### src/gim_params.svh
// Constants of the bus interface-message decoder: command codes, address limits, widths.
// Assumes inclusion by the package and the decoder; definitions only.
`ifndef GIM_PARAMS_SVH
`define GIM_PARAMS_SVH

// ----------------------------------------------------------------
// Addressing
// ----------------------------------------------------------------
`define GIM_ADDR_W 5
`define GIM_ADDR_DEFAULT 5'h14
`define GIM_ADDR_MAX 5'h1E
`define GIM_LISTEN_BASE 7'h20
`define GIM_TALK_BASE 7'h40
`define GIM_UNLISTEN 7'h3F
`define GIM_UNTALK 7'h5F

// ----------------------------------------------------------------
// Command groups (upper three bits of the 7-bit code)
// ----------------------------------------------------------------
`define GIM_GRP_ADDRESSED 3'h0
`define GIM_GRP_UNIVERSAL 3'h1

// ----------------------------------------------------------------
// Command codes
// ----------------------------------------------------------------
`define GIM_CMD_GTL 7'h01
`define GIM_CMD_GTR 7'h02
`define GIM_CMD_SDC 7'h04
`define GIM_CMD_PPC 7'h05
`define GIM_CMD_GET 7'h08
`define GIM_CMD_LLO 7'h11
`define GIM_CMD_DCL 7'h14
`define GIM_CMD_PPU 7'h15
`define GIM_CMD_SPE 7'h18
`define GIM_CMD_SPD 7'h19

// ----------------------------------------------------------------
// Widths
// ----------------------------------------------------------------
`define GIM_SYNC_W 13

`endif

### src/gim_pkg.sv
// Types shared by the decoder modules.
// Assumes gim_params.svh is on the include path.
`default_nettype none
`include "gim_params.svh"

package gim_pkg;

  // Interface state presented to the instrument firmware
  typedef struct packed {
    logic remote;
    logic lockout;
    logic listener;
    logic talker;
    logic spoll;
    logic ppoll;
  } gim_state_t;

  // Synchronised bus pins
  typedef struct packed {
    logic [7:0] dio;
    logic atn_n;
    logic ifc_n;
    logic dav_n;
    logic local_req;
    logic ext_trig;
  } gim_pins_t;

  // Acceptor handshake states, one-hot
  typedef enum logic [1:0] {
    GIM_ACC_READY = 2'b01,
    GIM_ACC_HOLD = 2'b10
  } gim_acc_t;

endpackage : gim_pkg
`default_nettype wire

### src/gim_sync.sv
// Two-stage synchroniser for the asynchronous bus pins.
// Assumes one clock; first stage feeds only the second.
`default_nettype none

module gim_sync #(
  parameter int W = 8
) (
  input wire logic CLOCK,
  input wire logic RST,
  input wire logic [W-1:0] D,
  input wire logic [W-1:0] INIT,
  output logic [W-1:0] Q
);

  logic [W-1:0] meta;
  logic [W-1:0] next_meta;
  logic [W-1:0] next_q;

  // ----------------------------------------------------------------
  // Next values: reset loads idle pin levels so nothing fires on release
  // ----------------------------------------------------------------
  always_comb begin
    next_meta = RST ? INIT : D;
    next_q = RST ? INIT : meta;
  end

  // Registers only
  always_ff @(posedge CLOCK) begin
    meta <= next_meta;
    Q <= next_q;
  end

endmodule : gim_sync
`default_nettype wire

### src/gim_decoder.sv
// Device-side decoder of bus interface messages: acceptor handshake, addressing,
// universal and addressed commands, serial-poll status output.
// Assumes bus pins are asynchronous and open-collector; data lines given as true (non-inverted) levels.
`default_nettype none
`include "gim_params.svh"

module gim_decoder
  import gim_pkg::*;
#(
  parameter logic [4:0] DEFAULT_ADDR = `GIM_ADDR_DEFAULT
) (
  input wire logic CLOCK,
  input wire logic RST,
  input wire logic [7:0] DIO_IN,
  output logic [7:0] DIO_OUT,
  output logic [7:0] DIO_OE,
  input wire logic ATN_N,
  input wire logic IFC_N,
  input wire logic DAV_N,
  output logic NRFD_OUT,
  output logic NRFD_OE,
  output logic NDAC_OUT,
  output logic NDAC_OE,
  input wire logic [4:0] ADDR,
  input wire logic LOCAL_REQ,
  input wire logic EXT_TRIG,
  input wire logic [7:0] STATUS_BYTE,
  output gim_state_t STATE,
  output logic CMD_CLEAR,
  output logic TRIGGER
);

  // ----------------------------------------------------------------
  // Helpers
  // ----------------------------------------------------------------
  function automatic logic in_group(input logic [6:0] code, input logic [2:0] grp);
    in_group = (code[6:4] == grp);
  endfunction : in_group

  gim_pins_t pins;
  gim_state_t st;
  gim_state_t next_st;
  gim_acc_t acc;
  gim_acc_t next_acc;
  logic [4:0] my_addr;
  logic acc_en;
  logic take;
  logic [6:0] code;
  logic is_cmd;
  logic universal;
  logic addressed;
  logic trig_prev;
  logic next_trig_prev;
  logic next_clear;
  logic next_trigger;
  logic [7:0] next_dio_out;
  logic [7:0] next_dio_oe;

  // ----------------------------------------------------------------
  // Pin synchronisers
  // ----------------------------------------------------------------
  gim_sync #(.W(`GIM_SYNC_W)) u_sync (
    .CLOCK(CLOCK),
    .RST(RST),
    .D({DIO_IN, ATN_N, IFC_N, DAV_N, LOCAL_REQ, EXT_TRIG}),
    .INIT(13'h01C),
    .Q(pins)
  );

  // Out-of-range settings fall back to the default rather than aliasing a broadcast code
  assign my_addr = (ADDR > `GIM_ADDR_MAX) ? DEFAULT_ADDR : ADDR;

  // ----------------------------------------------------------------
  // Acceptor handshake: join in while attention is low or while listening
  // ----------------------------------------------------------------
  assign acc_en = ~pins.atn_n | st.listener;
  assign take = acc_en & (acc == GIM_ACC_READY) & ~pins.dav_n;
  assign NRFD_OUT = 1'b0;
  assign NDAC_OUT = 1'b0;
  assign NRFD_OE = acc_en & (acc == GIM_ACC_HOLD);
  assign NDAC_OE = acc_en & (acc == GIM_ACC_READY);

  always_comb begin
    case (acc)
      GIM_ACC_READY: next_acc = take ? GIM_ACC_HOLD : GIM_ACC_READY;
      GIM_ACC_HOLD: next_acc = (pins.dav_n | ~acc_en) ? GIM_ACC_READY : GIM_ACC_HOLD;
      default: next_acc = GIM_ACC_READY;
    endcase
    if (RST | ~pins.ifc_n) begin
      next_acc = GIM_ACC_READY;
    end
  end

  always_ff @(posedge CLOCK) begin
    acc <= next_acc;
  end

  // ----------------------------------------------------------------
  // Command classification; parity bit 7 ignored
  // ----------------------------------------------------------------
  assign code = pins.dio[6:0];
  assign is_cmd = take & ~pins.atn_n;
  assign universal = is_cmd & in_group(code, `GIM_GRP_UNIVERSAL);
  assign addressed = is_cmd & in_group(code, `GIM_GRP_ADDRESSED) & st.listener;

  // ----------------------------------------------------------------
  // Interface state and command effects
  // ----------------------------------------------------------------
  always_comb begin
    next_st = st;
    next_clear = 1'b0;
    next_trigger = 1'b0;
    next_trig_prev = pins.ext_trig;
    // Local key only works while not locked out; applied first so a remote command in the same cycle wins
    if (pins.local_req & ~st.lockout) begin
      next_st.remote = 1'b0;
    end
    // Addressing
    if (is_cmd) begin
      if (code == (`GIM_LISTEN_BASE | {2'b00, my_addr})) begin
        next_st.listener = 1'b1;
      end else if (code == `GIM_UNLISTEN) begin
        next_st.listener = 1'b0;
      end
      if (code == (`GIM_TALK_BASE | {2'b00, my_addr})) begin
        next_st.talker = 1'b1;
      end else if (code == `GIM_UNTALK || code[6:5] == 2'b10) begin
        next_st.talker = 1'b0;
      end
    end
    if (universal) begin
      case (code)
        `GIM_CMD_DCL: next_clear = 1'b1;
        `GIM_CMD_LLO: next_st.lockout = 1'b1;
        `GIM_CMD_SPE: next_st.spoll = 1'b1;
        `GIM_CMD_SPD: next_st.spoll = 1'b0;
        `GIM_CMD_PPU: next_st.ppoll = 1'b0;
        default: next_clear = 1'b0;
      endcase
    end
    if (addressed) begin
      case (code)
        `GIM_CMD_SDC: next_clear = 1'b1;
        `GIM_CMD_PPC: next_st.ppoll = 1'b1;
        `GIM_CMD_GET: next_trigger = 1'b1;
        `GIM_CMD_GTL: begin
          next_st.remote = 1'b0;
          next_st.lockout = 1'b0;
        end
        `GIM_CMD_GTR: next_st.remote = 1'b1;
        default: next_clear = 1'b0;
      endcase
    end
    // External trigger input rising edge shares the trigger output
    if (pins.ext_trig & ~trig_prev) begin
      next_trigger = 1'b1;
    end
    if (RST | ~pins.ifc_n) begin
      next_st = '0;
      next_clear = 1'b0;
      next_trigger = 1'b0;
    end
  end

  always_ff @(posedge CLOCK) begin
    st <= next_st;
    CMD_CLEAR <= next_clear;
    TRIGGER <= next_trigger;
    trig_prev <= next_trig_prev;
  end

  assign STATE = st;

  // ----------------------------------------------------------------
  // Serial-poll status byte; only while attention is high, never a command
  // ----------------------------------------------------------------
  always_comb begin
    next_dio_out = STATUS_BYTE;
    next_dio_oe = {8{st.spoll & st.talker & pins.atn_n}};
    if (RST | ~pins.ifc_n) begin
      next_dio_out = 8'h00;
      next_dio_oe = 8'h00;
    end
  end

  always_ff @(posedge CLOCK) begin
    DIO_OUT <= next_dio_out;
    DIO_OE <= next_dio_oe;
  end

  // ----------------------------------------------------------------
  // Checks
  // ----------------------------------------------------------------
  a_cmd_needs_atn: assert property (@(posedge CLOCK) disable iff (RST)
    (CMD_CLEAR | st.spoll & ~$past(st.spoll)) |-> $past(~pins.atn_n))
    else $error("command effect without attention low");

  a_dcl_clears: assert property (@(posedge CLOCK) disable iff (RST)
    (take & ~pins.atn_n & pins.ifc_n & code == `GIM_CMD_DCL) |=> CMD_CLEAR)
    else $error("device clear not signalled");

  a_sdc_listener: assert property (@(posedge CLOCK) disable iff (RST)
    (take & ~pins.atn_n & pins.ifc_n & code == `GIM_CMD_SDC) |=> (CMD_CLEAR == $past(st.listener)))
    else $error("selected clear addressing wrong");

  a_ifc_default: assert property (@(posedge CLOCK) disable iff (RST)
    ~pins.ifc_n |=> (st == '0 && DIO_OE == 8'h00 && !CMD_CLEAR))
    else $error("interface clear left state set");

  a_lockout_holds: assert property (@(posedge CLOCK) disable iff (RST)
    (st.lockout & st.remote & pins.ifc_n & ~addressed) |=> st.remote)
    else $error("remote left under lockout");

  a_spoll_set: assert property (@(posedge CLOCK) disable iff (RST)
    (universal & pins.ifc_n & code == `GIM_CMD_SPE) |=> st.spoll ##0 $stable(st.ppoll))
    else $error("serial poll not entered");

  a_get_addressed: assert property (@(posedge CLOCK) disable iff (RST)
    (take & ~pins.atn_n & pins.ifc_n & code == `GIM_CMD_GET & ~st.listener
     & ~(pins.ext_trig & ~trig_prev)) |=> !TRIGGER)
    else $error("trigger without listen address");

  a_stb_drive: assert property (@(posedge CLOCK) disable iff (RST)
    (st.spoll & st.talker & pins.atn_n & pins.ifc_n) |=> (DIO_OE == 8'hFF && DIO_OUT == $past(STATUS_BYTE)))
    else $error("status byte not driven");

  a_listen_addr: assert property (@(posedge CLOCK) disable iff (RST)
    (is_cmd & pins.ifc_n & code == (`GIM_LISTEN_BASE | {2'b00, my_addr})) |=> st.listener)
    else $error("own listen address ignored");

endmodule : gim_decoder
`default_nettype wire

### config.mk
export PLATFORM = sky130hd
export DESIGN_NAME = gim_decoder
export DESIGN_NICKNAME = d
export VERILOG_FILES = /design/src/gim_pkg.sv /design/src/gim_sync.sv /design/src/gim_decoder.sv
export VERILOG_INCLUDE_DIRS = /design/src
export SDC_FILE = /design/constraint.sdc
export NUM_CORES = 1
export LEC_CHECK = 0
export BUFFER_PORTS_ARGS = -buffer_cell sky130_fd_sc_hd__buf_4
export CAP_MARGIN = 30
export CORE_ASPECT_RATIO = 0.9
export CORE_MARGIN = 4
export CORE_UTILIZATION = 44
export CTS_CLUSTER_SIZE = 14
export DETAILED_ROUTE_END_ITERATION = 8
export HOLD_SLACK_MARGIN = 0.1
export PLACE_DENSITY = 0.74
export REMOVE_ABC_BUFFERS = 1
export SYNTH_ARGS = -nofsm -noshare
export SYNTH_HDL_FRONTEND = slang
export SYNTH_SLANG_ARGS = --single-unit
### constraint.sdc
create_clock -name CLOCK -period 1.5 [get_ports CLOCK]
set_input_delay 0.075 -clock CLOCK [delete_from_list [all_inputs] [get_ports CLOCK]]
set_output_delay 0.075 -clock CLOCK [all_outputs]
set_load 0.02 [all_outputs]
## After elaboration in Yosys (flattened, before gate mapping)

Cells that the tools add are included.

- Flip-flop bits (word level): 44
- Logic and storage cells: 88

- $lt $le $gt $ge: 1
- Equality and inequality tests: 18
- Multiplexer cells: 26
- Bitwise gates (word level): 20
- Reduce and logical (&&, ||, !) cells: 9

Operators by type and width:

| kind | count |
|---|---|
| $eq A7 B5 Y1 const B | 5 |
| $mux W1 | 18 |
| $eq A7 B3 Y1 const B | 2 |
| $and A1 B1 Y1 | 11 |
| $eq A7 B1 Y1 const B | 1 |
| $eq A7 B2 Y1 const B | 1 |
| $eq A7 B4 Y1 const B | 1 |
| $eq A7 B6 Y1 | 1 |
| $eq A7 B6 Y1 const B | 1 |
| $eq A7 B7 Y1 | 1 |
| $eq A7 B7 Y1 const B | 1 |
| $mux W2 | 3 |
| $not A1 Y1 | 6 |
| $pmux W1 S2 | 3 |
| $reduce_and A2 Y1 | 3 |
| $reduce_bool A2 Y1 | 3 |
| $gt A5 B5 Y1 const B | 1 |
| $mux W5 | 1 |
| $eq A2 B2 Y1 const B | 2 |
| $pmux W2 S2 | 1 |
| $reduce_or A4 Y1 | 1 |
| $eq A3 B1 Y1 const B | 1 |
| $logic_not A3 Y1 | 1 |
| $or A1 B1 Y1 | 3 |
| other kinds (2) | 2 |

## Depth between registers and ports, before layout

Gate-level depths: netlist (run 1).

- Depth after elaboration: 9
- Depth in mapped cells: 6

## Hierarchy

A second synthesis (run 1) with hierarchy kept.

- Cell total of the unflattened synthesis: 162
- Area total of the unflattened synthesis: 1931.9 um^2

Modules (own cells, without submodules):

| module | instances | cells an instance | area each (um^2) | seq. area each (um^2) |
|---|---|---|---|---|
| gim_decoder | 1 | 107 | 992.2 | 400.4 |
| gim_sync | 1 | 55 | 939.7 | 520.5 |

## Worst setup path before layout (run 1)

No wires, ideal clock.

- Path kind: register to register
- Start: reg acc[1]
- End: reg st (netlist bit STATE[5])
- Setup time: 0.115 ns
- Data arrival time: 1.537 ns
- Path slack: -0.152 ns
- Cell stages (with the launch flop): 7
- Clock period less this slack: 1.652 ns
- Cell sequence: dfxtp_1 > inv_1 > ha_1 > or4b_4 > nor4_4 > a31oi_1 > o21a_1

- Longest elaborated chain between the ends: 7

Ends and longest elaborated chain:

| element | line | source |
|---|---|---|
| start: declaration | gim_decoder.sv:43 | `gim_acc_t acc;` |
| start signal: assignment | gim_decoder.sv:95 | `acc <= next_acc;` |
| $eq A2 B1 Y1 | gim_decoder.sv:77 | `assign take = acc_en & (acc == GIM_ACC_READY) & ~pins.dav_n;` |
| $and A1 B1 Y1 (2 in a row) | gim_decoder.sv:77 |  |
| $and A1 B1 Y1 | gim_decoder.sv:102 | `assign is_cmd = take & ~pins.atn_n;` |
| $and A1 B1 Y1 (2 in a row) | gim_decoder.sv:104 | `` assign addressed = is_cmd & in_group(code, `GIM_GRP_ADDRESSED) & st.listener; `` |
| $mux W2 | gim_decoder.sv:141 | `if (addressed) begin` |
| end signal: assignment | gim_decoder.sv:166 | `st <= next_st;` |
| end: declaration | gim_decoder.sv:41 | `gim_state_t st;` |

No other way between the ends.
A chain may end at the register's enable or synchronous reset.

## Worst setup path in the final report (run 1)

- Start: reg acc[1]
- End: reg st (netlist bit STATE[4])

- Longest elaborated chain between the ends: 8
- Elaborated cells between the ends (all ways): 10

Ends and longest elaborated chain:

| element | line | source |
|---|---|---|
| $eq A2 B1 Y1 (*) | gim_decoder.sv:77 |  |
| $and A1 B1 Y1 (*) (2 in a row) | gim_decoder.sv:77 |  |
| $and A1 B1 Y1 (*) | gim_decoder.sv:102 |  |
| $and A1 B1 Y1 | gim_decoder.sv:103 | `` assign universal = is_cmd & in_group(code, `GIM_GRP_UNIVERSAL); `` |
| $mux W1 | gim_decoder.sv:131 | `if (universal) begin` |
| $mux W1 | gim_decoder.sv:142 | `case (code)` |
| $mux W2 (*) | gim_decoder.sv:141 |  |

Every way passes the cells marked *; elsewhere a longest branch is shown, timed or not.

==> key figures, run 1 <==
Status
  • Run status: complete, but fails checks
  • Failing checks: setup timing

Global routing
  • GRT Resource Usage Total: 17.29%
  • Global route total overflow: 0
  • Pin count of the biggest net entering global routing: 27
  • First-pass GRT wire length: 6216 um
  • Vias in the first global route: 1363
  • Initial antenna violation count: 0

Layout
  • Layout cells sized above 1: 39.26%
  • Synth-to-Final Area Change: 52.05%
  • Layout Nets: 271
  • ANT cells: 0

Power and ir drop
  • Leakage: 1.107 nW
  • Comb power frac: 10.6%
  • Post-route total power: 2.444 mW
  • Sw Share: 22.07%
  • Switching pwr: 0.5393 mW
  • Register share of total power: 50.4%
  • Clock power share: 39.0%
  • PwrDens: 977.5 mW/mm^2
  • Peak supply drop: 0.6965 mV
  • P_int: 1.904 mW

Critical path
  • Max FO, Critical Path: 3
  • CP Cell Sequence: inv_2, ha_4, or4b_4, nor3_4, buf_4, nand4_1, a21oi_1
  • Largest delay share family, worst path: simple AND/OR/NAND/NOR gates
  • Worst Setup End Kind: flop
  • Kind of critical path: flop to flop
  • Crit path largest cell delay: 490 ps
  • Slowest cell on crit path: or4b_4
  • CP required: 1740 ps
  • Type of origin of the critical path: flop
  • Critical path arrival: 1860 ps
  • CP Buf/Inv Count: 2

Clock tree
  • H-tree depth: 2
  • CTS tree: done
  • CTS root buffer: clkbuf_8
  • Deepest clock path buffer count: 2
  • Total CTS buffers: 5
  • Worst-skew pair later-pin latency: 300 ps
  • CTS clk-pin slew, worst paths: 80 ps
  • Clock sinks: 44

Detailed routing
  • Drt wl/cell: 13.46 um
  • Avg Vias per Cell: 4.927
  • Total Wirelength: 3850 um
  • Drt initial violations: 98
  • TritonRoute pass-1 iters: 4
  • Via count: 1409
  • # DRC: 0
  • Antenna-violating nets left: 0

STA
  • Min Tclk post-route: 1618 ps
  • Endpoints failing setup: 3
  • Setup TNS Final: -314.9 ps
  • Final Hold Vio Count: 0
  • Fin. max-slew vios: 0
  • Period utilization: 107.9%
  • Clock skew: 3.630 ps
  • RSZ-0062 raised after global routing: true
  • Fmax: 0.6179 GHz
  • Final setup margin: -118.3 ps

Synthesis
  • Library cells used by synthesis: 34
  • Synthesized area: 0.001644 sq mm
  • Flops & latches, synth: 44
  • EDFF count, synth: 0
  • Top post-synthesis cells by count: dfxtp_1, nor2b_1, and2_1
  • Largest cells by area after synthesis: dfxtp_1, nor2b_1, buf_4
  • Synth warnings: 0
  • Asr flop ratio synth: 0%
  • Main synth FF type: dfxtp_1
  • Avg Cell Area, Syn: 10.21 sq um
  • Post-synth top area share: 53.58%
  • Count leader, synth: dfxtp_1
  • Post-synthesis sequential area ratio: 53.58%
  • Post-synthesis instance total: 161
  • Largest area contributor in the netlist: dfxtp_1

Die
  • Num rows: 20
  • Die area: 0.004780 sq mm
  • Ports: 56
  • Core area: 0.003478 sq mm
  • Die height: 65.99 um
  • Starting Density: 47.27%
  • Die W: 72.44 um

Place
  • Post-DP HPWL: 2674 um
  • Gp weighted congestion: 0.8386
  • Port bufs: 52

Run
  • MaxCap Viol Count: 0

Worst hold path
  • Worst min-delay path class: input port to flop
flip-flops by register name, indices dropped and copies added (netlist names):
signal,flops
acc,2
DIO_OE,1
TRIGGER,1
CMD_CLEAR,1
u_sync.Q,12
DIO_OUT,8
u_sync.meta,12
trig_prev,1
STATE,6
power by group through the flow:
stage | clock network [mW] | logic, mW | registers, mW
6_report | 0.952 | 0.259 | 1.23
5_1_grt | 1.02 | 0.283 | 1.24
4_1_cts | 0.962 | 0.251 | 1.23
3_5_place_dp | 0 | 0.207 | 1.26
3_3_place_gp | 0 | 0.200 | 1.26
2_1_floorplan | 0 | 0.0712 | 1.27
path summary, 6_finish.rpt:
check	startpoint	to	slack [ps]	cells after the start
max	acc[1]	STATE[4]	-120	7
min	RST	u_sync.Q[5]	100	2
max reg2reg	acc[1]	STATE[4]	-120	7
min reg2reg	u_sync.Q[0]	trig_prev	350	0
through the flow:
step	area (sq um)	setup slack [ps]	std cells	hold slack, ps	utilization [%]
6_report	2500	-118.3	286	101.3	71.87
4_1_cts	2449	-98.06	285	108.8	70.40
5_1_grt	2500	-193.6	286	116.0	71.87
3_3_place_gp	2092	-174.2	256	260.5	60.14
2_1_floorplan	1564	-152.1	149	146.6	-
3_5_place_dp	2092	-227.4	256	265.0	60.14
routing by layer:
layer	global-route usage (%)	wire length, um
met2	29.09	1897
met5	0	0
met4	9.677	113
met3	5.167	337
met1	19.44	1502
worst reg2reg max path: stages (launching register included):
cell,delay (ps)
dfxtp_2,330
inv_2,50
ha_4,120
or4b_4,490
nor3_4,180
buf_4,150
nand4_1,80
a21oi_1,160
repair_timing:
item,in CTS,in global routing
hold endpoints to repair,20,0
setup endpoints to repair,8,7
buffers inserted,1,1
pin swaps,6,3
gates resized for setup,8,8
hold buffers,20,0
placed cells by master, fill, tap and decap left out, drive strengths merged:
master       netlist  layout
a21oi              6       6
a311oi             1       1
a31oi              1       1
a41o               2       2
a41oi              1       1
and2              10      10
and3               2       2
and3b              2       2
and4               3       3
buf               10      65
bufinv             0       1
clkbuf             3       6
clkinv             0       1
conb               1       2
dfxtp             44      44
dlygate4sd3        0      20
ha                 2       2
inv                6       6
nand2              3       3
nand2b             4       4
nand3              6       6
nand4              4       4
nor2               9       9
nor2b             20      20
nor3               2       2
nor4               1       1
nor4b              2       2
o21a               1       1
o21ai              2       2
o311ai             1       1
o31ai              2       2
or2                6       6
or4b               2       2
xor2               2       2
layout make-up:
cell class	count	area (sq um)
tap	44	55.05
sequential	44	884.6
fill	256	978.4
clock buffer	6	82.58
multi-input combinational	99	728.2
clock inverter	2	38.79
inverter	6	22.52
timing repair buffer	85	688.2
logic make-up after synthesis:
kind of cell / synth area share [%]
adders and majority gates: 1.522
other: 0.2281
buffers and inverters: 6.468
DFF: 53.58
AOI/OAI and AO/OA: 7.002
xor gates and xnor gates: 1.066
and+or+nand+nor: 30.14
(Power assumes the default switching activity.)
==> inputs of run 2 (changes only) <==
==> constraint.sdc (replaced) <==
create_clock -name CLOCK -period 1.5 [get_ports CLOCK]
set_input_delay 0 -clock CLOCK [delete_from_list [all_inputs] [get_ports CLOCK]]
set_output_delay 0 -clock CLOCK [all_outputs]
set_load 0.02 [all_outputs]
==> run 2 against run 1 <==
Compared with the run above:
- the flow still finishes with violations (setup timing)
- fmax about the same
- clock power decreased by 28%
- critical path type unchanged
- sequential share of layout area decreased by 1.0 points
- critical path depth decreased by 1
- setup slack improved by 0.53 ps
==> key figures, run 2 (same netlist as run 1, synthesis figures left out) <==
Critical path
  • Max FO, Critical Path: 3
  • Largest delay share family, worst path: simple AND/OR/NAND/NOR gates
  • R2R depth: 6
  • Critical path arrival: 1850 ps
  • Crit. path cell count: 6
  • Slowest cell on crit path: or4b_4
  • Reg2Reg Setup Slack: -120 ps
  • Worst Setup End Kind: flop
  • CP required: 1730 ps
  • Kind of critical path: flop to flop
  • Crit path largest cell delay: 500 ps
  • CP Buf/Inv Count: 1
  • Type of origin of the critical path: flop
  • CP Cell Sequence: inv_2, ha_4, or4b_4, nor4_4, and4_1, o21a_1

Detailed routing
  • Via count: 1447
  • Antenna-violating nets left: 0
  • Drt initial violations: 71
  • TritonRoute pass-1 iters: 4
  • Avg Vias per Cell: 4.922
  • Total Wirelength: 3992 um
  • # DRC: 0
  • Drt wl/cell: 13.58 um

Global routing
  • First-pass GRT wire length: 6354 um
  • Vias in the first global route: 1449
  • Pin count of the biggest net entering global routing: 27
  • Initial antenna violation count: 0
  • Global route total overflow: 0
  • GRT Resource Usage Total: 16.99%

STA
  • Final setup margin: -117.8 ps
  • Hold_ws: 221.4 ps
  • Final Hold Vio Count: 0
  • Fmax: 0.6181 GHz
  • Period utilization: 107.9%
  • RSZ-0062 raised after global routing: true
  • Min Tclk post-route: 1618 ps
  • Setup TNS Final: -322.3 ps
  • Fin. max-slew vios: 0
  • Endpoints failing setup: 4
  • Clock skew: 2.763 ps

Clock tree
  • CTS tree: done
  • Worst-skew pair later-pin latency: 280 ps
  • H-tree depth: 2
  • Total CTS buffers: 5
  • CTS root buffer: clkbuf_8
  • Clock sinks: 44
  • CTS clk-pin slew, worst paths: 80 ps
  • Deepest clock path buffer count: 2

Die
  • Ports: 56
  • Starting Density: 47.27%
  • Die W: 72.44 um
  • Core area: 0.003478 sq mm
  • Die area: 0.004780 sq mm
  • Num rows: 20
  • Die height: 65.99 um

Place
  • Post-DP HPWL: 2686 um
  • Gp weighted congestion: 0.8413
  • Port bufs: 52
  • Placed Area: 0.002092 sq mm

Layout
  • Synth-to-Final Area Change: 56.47%
  • Most frequent cells in the layout: buf_4, dfxtp_1, dlygate4sd3_1, nor2b_1, and2_1
  • Layout cells sized above 1: 38.40%
  • Commonest non-fill, non-tap cell in the layout: buf_4
  • Layout Nets: 280
  • Design area: 0.002572 sq mm
  • Biggest regs: u_sync.Q (12), u_sync.meta (12), DIO_OUT (8)
  • ANT cells: 0
  • Fillers: 252

Power and ir drop
  • PwrDens: 857.3 mW/mm^2
  • Leakage: 1.138 nW
  • Peak supply drop: 0.7014 mV

Status
  • Run status: complete, but fails checks
  • Failing checks: setup timing

Run
  • MaxCap Viol Count: 0

Worst hold path
  • Worst min-delay path class: input port to flop
  • Hold depth: 4
-- run 2: cell count changes in the layout (fill, tap and decap cells not counted), sizes merged --
cell and delta:
dlygate4sd3 +10, buf -1, bufinv -1, clkbuf -1, clkinvlp +1
-- run 2: power by group --
group / switching, mW / internal [mW] / total (mW)
clock: 0.373 / 0.315 / 0.688
sequential: 0.0209 / 1.21 / 1.23
combinational: 0.119 / 0.165 / 0.285
total: 0.513 / 1.69 / 2.21
-- run 2: tightest hold or removal path, cell delays in order --
cell and delay, ps:
buf_4 110, nand3_1 70, or4b_4 230, o31ai_4 50
-- run 2: repair_timing --
item / CTS / global route
hold buffers: 30 / 0
setup buffers: 1 / 1
gates resized for setup: 8 / 11
hold endpoints to repair: 29 / 0
pin swaps: 9 / 10
setup endpoints to repair: 7 / 7
-- run 2: routing by layer --
layer / GRT usage (%) / share of wire [%] / up-vias
met5: 0 / 0 / -
met4: 4.147 / 0.48 / 0
met3: 5.015 / 7.5 / 2
met2: 31.93 / 52 / 47
met1: 18.57 / 40 / 693
li1: - / - / 705
-- run 2: cell type report --
| cell class | count | area (sq um) | share of cell area [%] |
|---|---|---|---|
| flip-flops and latches | 44 | 884.6 | 34.39 |
| clock inverters | 2 | 12.51 | 0.4864 |
| well taps | 44 | 55.05 | 2.140 |
| repair buffers | 94 | 780.7 | 30.35 |
| inverters | 6 | 22.52 | 0.8755 |
| clock buffers | 5 | 68.82 | 2.675 |
| multi-input cells | 99 | 748.2 | 29.09 |
-- run 2: final timing paths --
path | start | endpoint
max reg2reg | acc[1] | STATE[5]
min | ADDR[3] | STATE[2]
max | acc[1] | STATE[5]
min reg2reg | u_sync.Q[0] | trig_prev
-- run 2: metrics by stage --
stage	util (%)	worst slack [ps]	total power, mW	instances
2_1_floorplan	-	-152.1	1.345	149
4_1_cts	72.12	-138.7	2.205	294
6_report	73.96	-117.8	2.205	294
3_5_place_dp	60.14	-238.4	1.466	256
3_3_place_gp	60.14	-172.8	1.457	256
5_1_grt	73.96	-178.8	2.310	294
